## src/rpm_defs.vh

```
// Constants for the configuration access port and adaptation monitor.
//
// Contract
// - No access unless strobe; select picks read/write.
// - Completion pulse marks write done or data valid.
// - Channel read/write register completes six cycles later.
// - Common block completes six to seven cycles later.
// - Read-only read with stopped clock hangs port.
// - Data buses 16 bits; address 10 bits channel.
// - Adaptation field [12:8] picks low-power or feedback; code ignores [12:8], feedback word bit 5 picks.
// - Feedback loop code [4:0], bit 5 enables monitoring.
// - Offset loops: 7-bit signed, neutral 63 and 64.
// - Tap three: 6-bit signed, neutral 31 and 32.
// - Taps four to F: 5-bit signed, neutral 15, 16.
// - Unsigned loops read zero to full scale.
// - Low-power monitor: bit 5 enable, [4:3] loop.
// - Output placement: [6:0], [6:2], [6:1], [4:0].
`ifndef RPM_DEFS_VH
`define RPM_DEFS_VH
`define RPM_ADDR_W 10
`define RPM_DATA_W 16
`define RPM_MON_W 16
`define RPM_ADDR_MONEN 10'h03a
`define RPM_ADDR_LPM 10'h032
`define RPM_ADDR_DFE 10'h054
`define RPM_ADDR_ADAPT 10'h092
`define RPM_RW_LAT 3'h6
`define RPM_EN_BIT 5
`define RPM_MONEN_BIT 8
`define RPM_ADAPT_HI 15
`define RPM_ADAPT_LO1 1
`define RPM_RST_MONEN 16'h0000
`define RPM_RST_LPM 16'h0000
`define RPM_RST_DFE 16'h0000
`define RPM_RST_ADAPT 16'h0000
`define RPM_LPM_KH 2'h0
`define RPM_LPM_KL 2'h1
`define RPM_LPM_OS 2'h2
`define RPM_LPM_AGC 2'h3
`define RPM_DFE_OS 5'h00
`define RPM_DFE_KL 5'h01
`define RPM_DFE_KH 5'h02
`define RPM_DFE_VP 5'h03
`define RPM_DFE_UT 5'h04
`define RPM_DFE_AGC 5'h05
`define RPM_DFE_TAP2 5'h06
`define RPM_DFE_TAP3 5'h07
`define RPM_DFE_TAPF 5'h13
`define RPM_LOOP_CLK_DIV 4'h7
`endif

```

## src/rpm_top.v

```verilog
// Configuration access port with adaptation loop monitor.
`include "rpm_defs.vh"
`timescale 1ns/100ps
module rpm_top
(
  // Clock and reset.
  input wire i_sys_clk,
  input wire i_rst_n,
  // Configuration access port.
  input wire i_access_strobe,
  input wire i_write_select,
  input wire [9:0] i_config_address_bus,
  input wire [15:0] i_config_write_data,
  output reg [15:0] o_config_read_data,
  output reg o_completion_flag,
  input wire i_port_reset,
  // Internal parallel clock activity, asynchronous.
  input wire i_parallel_clock_alive,
  // Monitor side.
  input wire i_monitor_fifo_reset,
  input wire [6:0] i_feedback_code,
  input wire [6:0] i_lowpower_code,
  output reg [15:0] o_monitor_out,
  output reg o_loop_clock_output
);

  localparam ST_IDLE = 2'h0;
  localparam ST_WAIT = 2'h1;
  localparam ST_HANG = 2'h2;

  reg [1:0] state;
  reg [1:0] next_state;
  reg [2:0] count;
  reg [2:0] next_count;
  reg pend_wr;
  reg [1:0] pend_idx;
  reg pend_hit;
  reg [15:0] pend_data;
  reg [15:0] wr_data_q;
  reg mem_wr;
  reg [15:0] monen;
  reg [15:0] lpm_cfg;
  reg [15:0] dfe_cfg;
  reg [15:0] adapt_cfg;
  reg [3:0] div_cnt;
  reg [15:0] next_mon;
  reg [6:0] fb_s1;
  reg [6:0] fb_s2;
  reg [6:0] fb_s3;
  reg [6:0] fb_code;
  reg [6:0] lp_s1;
  reg [6:0] lp_s2;
  reg [6:0] lp_s3;
  reg [6:0] lp_code;
  wire [15:0] mem_rd;
  wire clk_alive;
  wire access;
  wire [2:0] acc_code;
  wire [1:0] acc_idx;
  wire acc_hit;
  wire mon_on;
  wire dfe_sel;

  // ********************
  // Address decode.
  // ********************
  function [2:0] decode;
    input [9:0] addr;
    begin
      case (addr)
        `RPM_ADDR_MONEN: decode = 3'h4;
        `RPM_ADDR_LPM: decode = 3'h5;
        `RPM_ADDR_DFE: decode = 3'h6;
        `RPM_ADDR_ADAPT: decode = 3'h7;
        default: decode = 3'h0;
      endcase
    end
  endfunction

  assign access = i_access_strobe && state == ST_IDLE;
  assign acc_code = decode(i_config_address_bus);
  assign acc_hit = acc_code != 3'h0;
  assign acc_idx = acc_code[1:0];

  rpm_sync3 u_alive
  (
    .i_sys_clk(i_sys_clk),
    .i_rst_n(i_rst_n),
    .i_async(i_parallel_clock_alive),
    .o_level(clk_alive)
  );

  rpm_cfg_mem u_mem
  (
    .i_sys_clk(i_sys_clk),
    .i_rst_n(i_rst_n),
    .i_wr(mem_wr),
    .i_wr_idx(pend_idx),
    .i_wr_data(wr_data_q),
    .i_rd_idx(pend_idx),
    .o_rd_data(mem_rd)
  );

  // ********************
  // Transaction sequencer.
  // ********************
  always @*
  begin
    next_state = state;
    next_count = count;
    case (state)
      ST_IDLE:
      begin
        if (access)
        begin
          next_count = 3'h1;
          if (!i_write_select && !acc_hit && !clk_alive)
            next_state = ST_HANG;
          else
            next_state = ST_WAIT;
        end
      end
      ST_WAIT:
      begin
        next_count = count + 3'h1;
        if (count == `RPM_RW_LAT)
          next_state = ST_IDLE;
      end
      ST_HANG:
        next_state = ST_HANG;
      default:
        next_state = ST_IDLE;
    endcase
  end

  always @(posedge i_sys_clk)
  begin
    if (!i_rst_n || i_port_reset)
    begin
      state <= ST_IDLE;
      count <= 3'h0;
      pend_wr <= 1'b0;
      pend_idx <= 2'h0;
      pend_hit <= 1'b0;
      wr_data_q <= 16'h0000;
      mem_wr <= 1'b0;
      o_completion_flag <= 1'b0;
      o_config_read_data <= 16'h0000;
    end
    else
    begin
      state <= next_state;
      count <= next_count;
      mem_wr <= 1'b0;
      if (access)
      begin
        pend_wr <= i_write_select;
        pend_idx <= acc_idx;
        pend_hit <= acc_hit;
        wr_data_q <= i_config_write_data;
        mem_wr <= i_write_select && acc_hit;
      end
      o_completion_flag <= state == ST_WAIT &&
        count == `RPM_RW_LAT - 3'h1;
      if (state == ST_WAIT && count == `RPM_RW_LAT - 3'h1)
        o_config_read_data <= (pend_hit && !pend_wr) ? pend_data
          : 16'h0000;
    end
  end

  // Read data from the memory, monitor enable word reads back its high byte only, low byte zero.
  always @*
  begin
    pend_data = mem_rd;
    if (pend_idx == 2'h0)
      pend_data = {mem_rd[15:8], 8'h00};
  end

  // ********************
  // Monitor configuration shadow.
  // ********************
  always @(posedge i_sys_clk)
  begin
    if (!i_rst_n)
    begin
      monen <= `RPM_RST_MONEN;
      lpm_cfg <= `RPM_RST_LPM;
      dfe_cfg <= `RPM_RST_DFE;
      adapt_cfg <= `RPM_RST_ADAPT;
    end
    else if (mem_wr)
    begin
      case (pend_idx)
        2'h0: monen <= wr_data_q;
        2'h1: lpm_cfg <= wr_data_q;
        2'h2: dfe_cfg <= wr_data_q;
        default: adapt_cfg <= wr_data_q;
      endcase
    end
  end

  assign mon_on = monen[`RPM_MONEN_BIT] && adapt_cfg[`RPM_ADAPT_HI] &&
    !adapt_cfg[`RPM_ADAPT_LO1];
  assign dfe_sel = dfe_cfg[`RPM_EN_BIT];

  // ********************
  // Loop code synchronisers.
  // ********************
  // A code moves on only when the last two stages agree, so a word caught
  // in mid-change is never placed on the monitor output.
  always @(posedge i_sys_clk)
  begin
    if (!i_rst_n)
    begin
      fb_s1 <= 7'h00;
      fb_s2 <= 7'h00;
      fb_s3 <= 7'h00;
      fb_code <= 7'h00;
      lp_s1 <= 7'h00;
      lp_s2 <= 7'h00;
      lp_s3 <= 7'h00;
      lp_code <= 7'h00;
    end
    else
    begin
      fb_s1 <= i_feedback_code;
      fb_s2 <= fb_s1;
      fb_s3 <= fb_s2;
      if (fb_s2 == fb_s3)
        fb_code <= fb_s3;
      lp_s1 <= i_lowpower_code;
      lp_s2 <= lp_s1;
      lp_s3 <= lp_s2;
      if (lp_s2 == lp_s3)
        lp_code <= lp_s3;
    end
  end

  // ********************
  // Loop selection and placement.
  // ********************
  always @*
  begin
    next_mon = 16'h0000;
    if (mon_on && dfe_sel)
    begin
      case (dfe_cfg[4:0])
        `RPM_DFE_OS, `RPM_DFE_VP, `RPM_DFE_UT:
          next_mon = {9'h000, fb_code};
        `RPM_DFE_KL, `RPM_DFE_KH:
          next_mon = {9'h000, fb_code[4:0], 2'h0};
        `RPM_DFE_TAP2, `RPM_DFE_TAP3:
          next_mon = {9'h000, fb_code[5:0], 1'b0};
        default:
          if (dfe_cfg[4:0] <= `RPM_DFE_TAPF)
            next_mon = {11'h000, fb_code[4:0]};
      endcase
    end
    else if (mon_on && lpm_cfg[`RPM_EN_BIT])
    begin
      case (lpm_cfg[4:3])
        `RPM_LPM_KH, `RPM_LPM_KL:
          next_mon = {9'h000, lp_code[4:0], 2'h0};
        `RPM_LPM_OS:
          next_mon = {9'h000, lp_code};
        default:
          next_mon = {11'h000, lp_code[4:0]};
      endcase
    end
  end

  // ********************
  // Monitor output.
  // ********************
  always @(posedge i_sys_clk)
  begin
    if (!i_rst_n || i_monitor_fifo_reset)
      o_monitor_out <= 16'h0000;
    else
      o_monitor_out <= next_mon;
  end

  // ********************
  // Loop clock divider.
  // ********************
  // The divider ignores the monitor clear so the loop clock keeps its period.
  always @(posedge i_sys_clk)
  begin
    if (!i_rst_n)
    begin
      div_cnt <= 4'h0;
      o_loop_clock_output <= 1'b0;
    end
    else if (div_cnt == `RPM_LOOP_CLK_DIV)
    begin
      div_cnt <= 4'h0;
      o_loop_clock_output <= !o_loop_clock_output;
    end
    else
      div_cnt <= div_cnt + 4'h1;
  end

endmodule

```

## src/rpm_cfg_mem.v

```verilog
// Small register memory holding the four configuration words.
`timescale 1ns/100ps
module rpm_cfg_mem
(
  // Clock and reset.
  input wire i_sys_clk,
  input wire i_rst_n,
  // Write side.
  input wire i_wr,
  input wire [1:0] i_wr_idx,
  input wire [15:0] i_wr_data,
  // Read side.
  input wire [1:0] i_rd_idx,
  output reg [15:0] o_rd_data
);

  reg [15:0] mem [0:3];
  genvar g;

  // ********************
  // Storage words.
  // ********************
  generate
    for (g = 0; g < 4; g = g + 1)
    begin : gen_word
      always @(posedge i_sys_clk)
      begin
        if (!i_rst_n)
          mem[g] <= 16'h0000;
        else if (i_wr && i_wr_idx == g)
          mem[g] <= i_wr_data;
      end
    end
  endgenerate

  // ********************
  // Registered read data.
  // ********************
  always @(posedge i_sys_clk)
  begin
    if (!i_rst_n)
      o_rd_data <= 16'h0000;
    else
      o_rd_data <= mem[i_rd_idx];
  end

endmodule

```

## src/rpm_sync3.v

```verilog
// Three-stage synchroniser that accepts a change when stages agree.
`timescale 1ns/100ps
module rpm_sync3
(
  // Clock and reset.
  input wire i_sys_clk,
  input wire i_rst_n,
  // Asynchronous level in, clean level out.
  input wire i_async,
  output reg o_level
);

  reg s1;
  reg s2;
  reg s3;

  // ********************
  // Synchroniser chain.
  // ********************
  always @(posedge i_sys_clk)
  begin
    if (!i_rst_n)
    begin
      s1 <= 1'b0;
      s2 <= 1'b0;
      s3 <= 1'b0;
      o_level <= 1'b0;
    end
    else
    begin
      s1 <= i_async;
      s2 <= s1;
      s3 <= s2;
      if (s2 == s3)
        o_level <= s3;
    end
  end

endmodule

```

## config.mk

```make
export PLATFORM = sky130hd
export DESIGN_NAME = rpm_top
export DESIGN_NICKNAME = d
export VERILOG_FILES = /design/src/rpm_top.v /design/src/rpm_cfg_mem.v /design/src/rpm_sync3.v
export VERILOG_INCLUDE_DIRS = /design/src /design/src/src
export SDC_FILE = /design/constraint.sdc
export NUM_CORES = 1
export LEC_CHECK = 0
export BUFFER_PORTS_ARGS = -buffer_cell sky130_fd_sc_hd__buf_4
export CORE_ASPECT_RATIO = 1.5
export CORE_UTILIZATION = 55
export CTS_CLUSTER_SIZE = 8
export DETAILED_ROUTE_END_ITERATION = 8
export PLACE_DENSITY = 0.75
export SLEW_MARGIN = 20
export SYNTH_ARGS = -nofsm -noshare
export SYNTH_HDL_FRONTEND = slang
export SYNTH_SLANG_ARGS = --single-unit
```

## constraint.sdc

```tcl
create_clock -name i_sys_clk -period 3.6 [get_ports i_sys_clk]
set_input_delay 1.08 -clock i_sys_clk [delete_from_list [all_inputs] [get_ports i_sys_clk]]
set_output_delay 1.08 -clock i_sys_clk [all_outputs]
set_load 0.05 [all_outputs]
```

=== Yosys cells after proc, flatten, opt, wreduce, memory -nomap -nowiden ===
Memory sizes are Yosys's and may differ from the RTL's. A register that Yosys moved wholly into a read port is not among the register bits.
Index checks and enable logic that the tools add are counted.

* Register bits: 161
* Bits in latches: 0
* RAM bits: 64
* Memory bits (read-only): 0
* Bits of input ports: 47
* Logic and storage cells: 138
* Memories: 1

{| class="wikitable"
|+ Memory list
! memory !! depth !! bits a word !! read ports !! clocked after memory_dff !! write ports !! RTL line !! RTL
|-
| u_mem.mem || 4 || 16 || 1 || 1 || 4 || rpm_cfg_mem.v:17 || <nowiki>reg [15:0] mem [0:3];</nowiki>
|}

* Add/sub/neg operators: 2
* $mul: 0
* Div/mod/pow operators: 0
* Magnitude comparators: 1
* Equal/unequal tests: 25
* Shift-type cells: 0
* Mux-type cells: 31
* Bitwise operators: 7
* Reductions and logical operators: 43

{| class="wikitable"
|+ Operators by type and width
! cell !! number
|-
| $mux W16 || 6
|-
| $pmux W7 S3 || 1
|-
| $eq A10 B6 Y1 const B || 2
|-
| $eq A5 B3 Y1 const B || 3
|-
| $eq A7 B7 Y1 || 2
|-
| $logic_and A1 B1 Y1 || 14
|-
| $pmux W7 S2 || 1
|-
| $mux W1 || 13
|-
| $pmux W3 S4 || 1
|-
| $reduce_and A2 Y1 || 6
|-
| $eq A10 B7 Y1 const B || 1
|-
| $eq A10 B8 Y1 const B || 1
|-
| $eq A5 B2 Y1 const B || 2
|-
| $reduce_or A2 Y1 || 5
|-
| $eq A2 B2 Y1 const B || 4
|-
| $logic_not A1 Y1 || 8
|-
| $mux W8 || 1
|-
| $mux W7 || 1
|-
| $eq A2 B1 Y1 const B || 3
|-
| $eq A3 B3 Y1 const B || 2
|-
| $logic_not A2 Y1 || 3
|-
| $mux W2 || 3
|-
| $pmux W2 S3 || 1
|-
| $pmux W3 S2 || 1
|-
| 16 further kinds || 24
|}

=== Longest topological paths before layout ===
Gate-level depths: netlist (run 1).

* Depth in word-level cells: 9
* Depth in mapped cells: 6
* Depth with buffers taken out: 6

=== By module ===
A second synthesis (run 1) with hierarchy kept.

* Cell total of the unflattened synthesis: 726
* Area, all modules: 8176.6 µm²

{| class="wikitable"
|+ Modules (own cells, without submodules)
! module !! times used !! cells an instance !! area each (µm²)
|-
| rpm_top || 1 || 500 || 4790.8
|-
| rpm_cfg_mem || 1 || 216 || 3269.4
|-
| rpm_sync3 || 1 || 10 || 116.4
|}

=== Least setup slack after synthesis (run 1) ===
OpenSTA, ideal clock, no wires.

* Kind: input to register
* From: input port i_rst_n
* To: memory u_mem.mem[2][0], enable pin
* Library setup time: 0.331 ns
* Arrival time: 2.151 ns
* Required time: 3.269 ns
* Slack: 1.118 ns
* Cell stages on the path: 4
* Path buffers: 1
* Cells stage by stage: clkbuf_1 inv_1 a31oi_1 inv_1

{| class="wikitable"
|+ RTL lines
! what !! RTL line !! RTL
|-
| start: declaration || rpm_top.v:8 || <nowiki>input wire i_rst_n,</nowiki>
|-
| end: declaration || rpm_cfg_mem.v:17 ||
|}

==> results of run 1 <==
-- cell usage after synthesis (all sizes together) (2+ instances only) --
cell,count
nand4,4
nand2b,5
and3,3
edfxtp,64
mux4,16
mux2i,17
clkbuf,23
o211ai,2
nor4bb,2
a22oi,8
nor4,2
a31oi,5
dfxtp,143
o21a,2
nand2,82
inv,10
a21oi,40
xor2,10
nor3b,3
nand3,18
ha,4
nand4b,4
nand3b,3
nor2,26
buf,18
nor2b,2
or2,2
a221oi,3
nor3,6
a21o,11
a32oi,3
o21ai,7
xnor2,9
and2,127
-- worst min path at each step --
stage / cells past startpoint / slack [ps] / startpoint / endpoint
2_1_floorplan: 1 / 410 / fb_s1[0] / fb_s2[0]
3_3_place_gp: 1 / 420 / fb_s1[4] / fb_s2[4]
3_5_place_dp: 1 / 420 / fb_s1[4] / fb_s2[4]
4_1_cts: 1 / 420 / fb_s1[4] / fb_s2[4]
5_1_grt: 1 / 450 / fb_s1[4] / fb_s2[4]
6_report: 1 / 430 / fb_s1[4] / fb_s2[4]
-- cell usage in the layout, fill, tap and decap left out, types with 3 or more instances in the layout --
cell	count
dfxtp_1	143
and2_1	127
nand2_1	82
buf_4	82
edfxtp_1	64
a21oi_1	40
clkbuf_16	29
nor2_1	26
nand3_1	18
mux2i_1	17
mux4_2	16
clkbuf_1	13
a21o_1	11
inv_1	10
xor2_1	10
xnor2_1	9
conb_1	9
a22oi_1	8
o21ai_0	7
nor3_1	6
a31oi_1	5
nand2b_1	5
nand4b_1	4
nand4_1	4
ha_1	4
nand3b_1	3
a32oi_1	3
a221oi_1	3
and3_1	3
-- final cells by class --
| cell class | count | area, um2 | area share, % |
|---|---|---|---|
| sequential | 207 | 4780 | 50.9 |
| multi-input combinational | 448 | 2940 | 31.3 |
| timing repair buffer | 82 | 616 | 6.55 |
| tap | 192 | 240 | 2.56 |
| inverter | 10 | 37.5 | 0.400 |
| clock buffer | 42 | 774 | 8.24 |
-- sequential cells by signal (all words and copies together) (netlist names), 16 cells and up --
register and count:
o_config_read_data 16, u_mem.mem 64, u_mem.o_rd_data 16, wr_data_q 16
-- metrics by stage --
step	power, W	area [um2]	hold slack (ps)	util, %
floorplan	0.00269	7960	412	-
global placement	0.00276	8620	419	61.3
detailed placement	0.00277	8620	418	61.3
CTS	0.00510	9390	424	66.8
global route	0.00523	9390	451	66.8
finish	0.00505	9390	427	66.8
-- power groups by stage --
stage          clock (W)  sequential, W  combinational (W)
6_report         0.00233        0.00251           0.000216
5_1_grt          0.00248        0.00251           0.000238
4_1_cts          0.00237        0.00251           0.000219
3_5_place_dp           0        0.00255           0.000217
3_3_place_gp           0        0.00255           0.000212
2_1_floorplan          0        0.00254           0.000151
-- layer usage --
metal	routed length [um]	share of wire (%)	track usage [%]
met5	0	0	0
met4	575	3.5	12.1
met3	753	4.6	3.47
met2	8710	53	41.8
met1	6350	39	24.9
-- kinds of logic (layout without fill, tap and decap cells) --
logic type,after synthesis,in the layout,synth area share (%)
buffers and inverters,51,134,2.89
other,1,9,0.0473
AND/OR/NAND/NOR,297,297,20.5
XOR/XNOR,19,19,2.10
AO/OA/AOI/OAI,86,86,6.74
multiplexers,33,33,6.69
flip-flops,207,207,60.4
adder cells (fa/ha/maj),4,4,0.632
-- critical path: cells and delay by family --
kind                   cells  cell delay [ps]
AO/OA/AOI/OAI              1              500
buffers and inverters      3              940
==> flow_metrics.env, run 1 <==
export IMPL_vias_per_cell=5.36
export IMPL_cp_startpoint="i_rst_n"
export IMPL_ir_worst_vdd_mv=0.475
export IMPL_pwr_density_cell_nw_per_um2=538
export IMPL_fin_ws_ps=1190
export IMPL_numCtsBuffers=29
export IMPL_grt_overflow=0
export IMPL_cts_tree="yes"
export IMPL_hold_buffers=0
export IMPL_chipHeight_um=149
export IMPL_critical_path_endpoint="u_mem.mem[2][9]"
export IMPL_vias=5257
export IMPL_clkPwrFrac_pct=46.2
export IMPL_hold_viol=0
export IMPL_grt_max_degree=74
export IMPL_grt_pass1_vias=5510
export IMPL_reg2reg_depth=3
export IMPL_initial_utilization_pct=56.4
export IMPL_clk_pin_slew_ps=50
export IMPL_switching_share_pct=20.6
export IMPL_rsz0062_at_grt="false"
export IMPL_design_die_area_um2=14900
export IMPL_rr_endpoint="u_mem.mem[2][9]"
export IMPL_min_path_type="reg2reg"
export IMPL_netlist_instances=698
export IMPL_post_route_min_period_ps=2410
export IMPL_drt_initial_drc_count=207
export IMPL_synthArstFlopShare_pct=0
export IMPL_intPower_w=0.00401
export IMPL_yosys_register_bits=207
export IMPL_worstPathCellList="buf_4 -> inv_1 -> a31oi_1 -> inv_1"
export IMPL_cts_resized=0
export IMPL_worst_pin_slew_ps=979
export IMPL_routed_wirelength_um=16400
export IMPL_post_synth_top_area_cell="dfxtp_1"
export IMPL_drc=0
export IMPL_syn_area_um2=7930
export IMPL_tns_ps=0
export IMPL_ant_nets=0
export IMPL_reg2reg_from="pend_idx[0]"
export IMPL_yosysSeqAreaShare_pct=60.4
export IMPL_track_usage_pct=22.7
export IMPL_layout_drive_gt1_share_pct=17.0
export IMPL_first_pass_iters=4
export IMPL_cp_end_kind="flop"
export IMPL_crit_arrival_ps=2540
export IMPL_synth_area_leaders="dfxtp_1 (36%), edfxtp_1 (24%), and2_1 (10%), mux4_2 (4.5%), nand2_1 (3.9%)"
export IMPL_h_tree_depth=1
export IMPL_drv_cap=0
export IMPL_grt_pass1_wl_um=26400
export IMPL_dp_slack_ps=660
export IMPL_fin_cells=981
export IMPL_final_max_slew_viol_count=0
export IMPL_max_slew_margin_pct=34.2
export IMPL_synth_edf_count=64
export IMPL_slowest_stage="a31oi_1"
export IMPL_antenna_found_initial=0
export IMPL_num_antenna_cells=0
export IMPL_syn_avg_cell_area_um2=11.4
export IMPL_crit_top_cell="inv_1"
export IMPL_rrSetupSlack_ps=1410
export IMPL_core_area_um2=14100
export IMPL_max_clock_freq_mhz=416
export IMPL_die_w_um=100
export IMPL_cp_max_fo=27
export IMPL_p_comb_share_pct=4.3
export IMPL_fillers=1069
export IMPL_wl_per_cell_um=16.7
export IMPL_clockBufferDepth=3
export IMPL_status="finished, final reports clean"
export IMPL_slowest_delay_ps=500
export IMPL_crit_required_ps=3730
export IMPL_yosysTopAreaCellShare_pct=36.1
export IMPL_start_kind="primary input"
export IMPL_synth_ff_type="dfxtp_1"
export IMPL_finalCritPeriodShare_pct=66.8
export IMPL_finClkSkew_ps=8.97
export IMPL_clockRootBuffer="clkbuf_16"
export IMPL_p_sw_w=0.00104
export IMPL_clk_latency_ps=510
export IMPL_portBuffers=71
export IMPL_std_cell_rows=53
export IMPL_ios=81
export IMPL_setup_viol=0
export IMPL_post_dp_hpwl_um=11200
export IMPL_syn2layout_area_growth_pct=18.5
export IMPL_dp_cells=939
export IMPL_cts_sinks=207
export IMPL_gp_congestion=0.834
export IMPL_p_leak_nw=3.69
export IMPL_yosysWarnings=0
export IMPL_seqPwrFrac_pct=49.6
export IMPL_synth_distinct_cells=52
export IMPL_fin_nets=829
export IMPL_postCtsSetupRepairBufs=0
export IMPL_crit_type="in2reg"
No activity file was read; power rests on OpenSTA's default activity.
==> inputs of run 2 (changes only) <==
- CORE_UTILIZATION: 55 -> 53
- PLACE_DENSITY: 0.75 -> 0.76
- clock period: 3.6 -> 2 ns (I/O delays scaled with it)
==> flow_metrics.env, run 2 (same netlist as run 1, synthesis figures left out) <==
export IMPL_cp_max_fo=16
export IMPL_drt_initial_drc_count=215
export IMPL_design_die_area_um2=15500
export IMPL_seqCellArea_um2=4780
export IMPL_switching_share_pct=20.8
export IMPL_die_w_um=102
export IMPL_drc=0
export IMPL_ios=81
export IMPL_first_pass_iters=4
export IMPL_drv_cap=0
export IMPL_pwr_density_cell_nw_per_um2=960
export IMPL_worst_pin_slew_ps=1100
export IMPL_syn2layout_area_growth_pct=20.2
export IMPL_clk_latency_ps=520
export IMPL_finalCritPeriodShare_pct=92.7
export IMPL_setup_viol=0
export IMPL_layout_commonest_cell="dfxtp_1"
export IMPL_cts_tree="yes"
export IMPL_total_power_w=0.00915
export IMPL_wl_per_cell_um=16.5
export IMPL_crit_arrival_ps=2320
export IMPL_num_antenna_cells=0
export IMPL_core_area_um2=14600
export IMPL_ir_worst_vdd_mv=0.633
export IMPL_rsz0062_at_grt="false"
export IMPL_clockBufferDepth=3
export IMPL_largest_register_ffs=64
export IMPL_gp_congestion=0.836
export IMPL_intPower_w=0.00725
export IMPL_max_clock_freq_mhz=539
export IMPL_post_dp_hpwl_um=11300
export IMPL_multi_input_area_um2=2940
export IMPL_grt_pass1_vias=5614
export IMPL_min_path_type="in2reg"
export IMPL_tns_ps=0
export IMPL_p_comb_share_pct=4.6
export IMPL_layout_drive_gt1_share_pct=18.6
export IMPL_grt_overflow=0
export IMPL_crit_type="reg2reg"
export IMPL_p_sw_w=0.00190
export IMPL_ant_nets=0
export IMPL_vias=5325
export IMPL_grt_max_degree=75
export IMPL_design_area_um2=9530
export IMPL_start_kind="flop"
export IMPL_fin_nets=843
export IMPL_vias_per_cell=5.33
export IMPL_cp_end_kind="flop"
export IMPL_p_leak_nw=3.77
export IMPL_utilization_pct=65.3
export IMPL_std_cell_rows=54
export IMPL_cts_resized=0
export IMPL_seqPwrFrac_pct=49.3
export IMPL_post_route_min_period_ps=1850
export IMPL_top_register="u_mem.mem"
export IMPL_grt_pass1_wl_um=26900
export IMPL_h_tree_depth=1
export IMPL_antenna_found_initial=0
export IMPL_max_slew_margin_pct=26.5
export IMPL_finClkSkew_ps=14.6
export IMPL_hold_viol=0
export IMPL_mostFrequentLayoutCells="dfxtp_1 (143), and2_1 (127), buf_4 (94)"
export IMPL_portBuffers=71
export IMPL_clkPwrFrac_pct=46.1
export IMPL_initial_utilization_pct=54.3
export IMPL_cts_sinks=207
export IMPL_final_max_slew_viol_count=0
export IMPL_chipHeight_um=152
export IMPL_crit_required_ps=2470
export IMPL_dpl_instance_area_um2=8750
export IMPL_numCtsBuffers=29
export IMPL_fillers=1168
export IMPL_track_usage_pct=22.4
export IMPL_routed_wirelength_um=16500
export IMPL_clk_pin_slew_ps=50
export IMPL_hold_buffers=0
export IMPL_postCtsSetupRepairBufs=0
export IMPL_status="finished, final reports clean"
export IMPL_clockRootBuffer="clkbuf_16"
run 2: cell types whose count changed in the layout (fill, tap and decap cells not counted), sizes merged:
cell and change:
buf +14
run 2: through the flow:
stage,hold slack [ps],setup slack (ps),instances
final,287,146,999
after global routing,282,36.6,999
after CTS,278,164,999
after detailed placement,419,-99.7,957
after global placement,418,-73.1,957
after floorplan,412,65.0,706
run 2: final cells by class:
class,instances,area share [%]
flip-flops and latches,207,50.2
multi-input cells,448,30.9
clock buffers,42,8.13
repair buffers,96,7.83
well taps,196,2.57
inverters,10,0.394
run 2: final timing paths:
path / depth (start not counted) / slack [ps] / start / endpoint
worst max-delay path: 4 / 150 / mem_wr / lpm_cfg[5]
worst min-delay path: 2 / 290 / i_feedback_code[4] / fb_s1[4]
worst max register to register: 4 / 150 / mem_wr / lpm_cfg[5]
worst min register to register: 1 / 440 / fb_s1[3] / fb_s2[3]
run 2: power by group through the flow:
stage / sequential [W] / combinational (W) / clock (W)
finish: 0.00451 / 0.000420 / 0.00422
global route: 0.00452 / 0.000459 / 0.00444
CTS: 0.00451 / 0.000425 / 0.00428
detailed placement: 0.00459 / 0.000422 / 0
global placement: 0.00458 / 0.000410 / 0
floorplan: 0.00457 / 0.000272 / 0
run 2: metal layers:
layer | part of all wire (%) | track usage [%]
met5 | 0 | 0
met4 | 2.7 | 9.71
met3 | 4.6 | 3.26
met2 | 55 | 42.4
met1 | 38 | 24.6
run 2: critical path: stages, from the launching register on:
cell and delay (ps):
dfxtp_1 460, nand3_1 140, nor2_1 840, and2_1 270, a21o_1 100
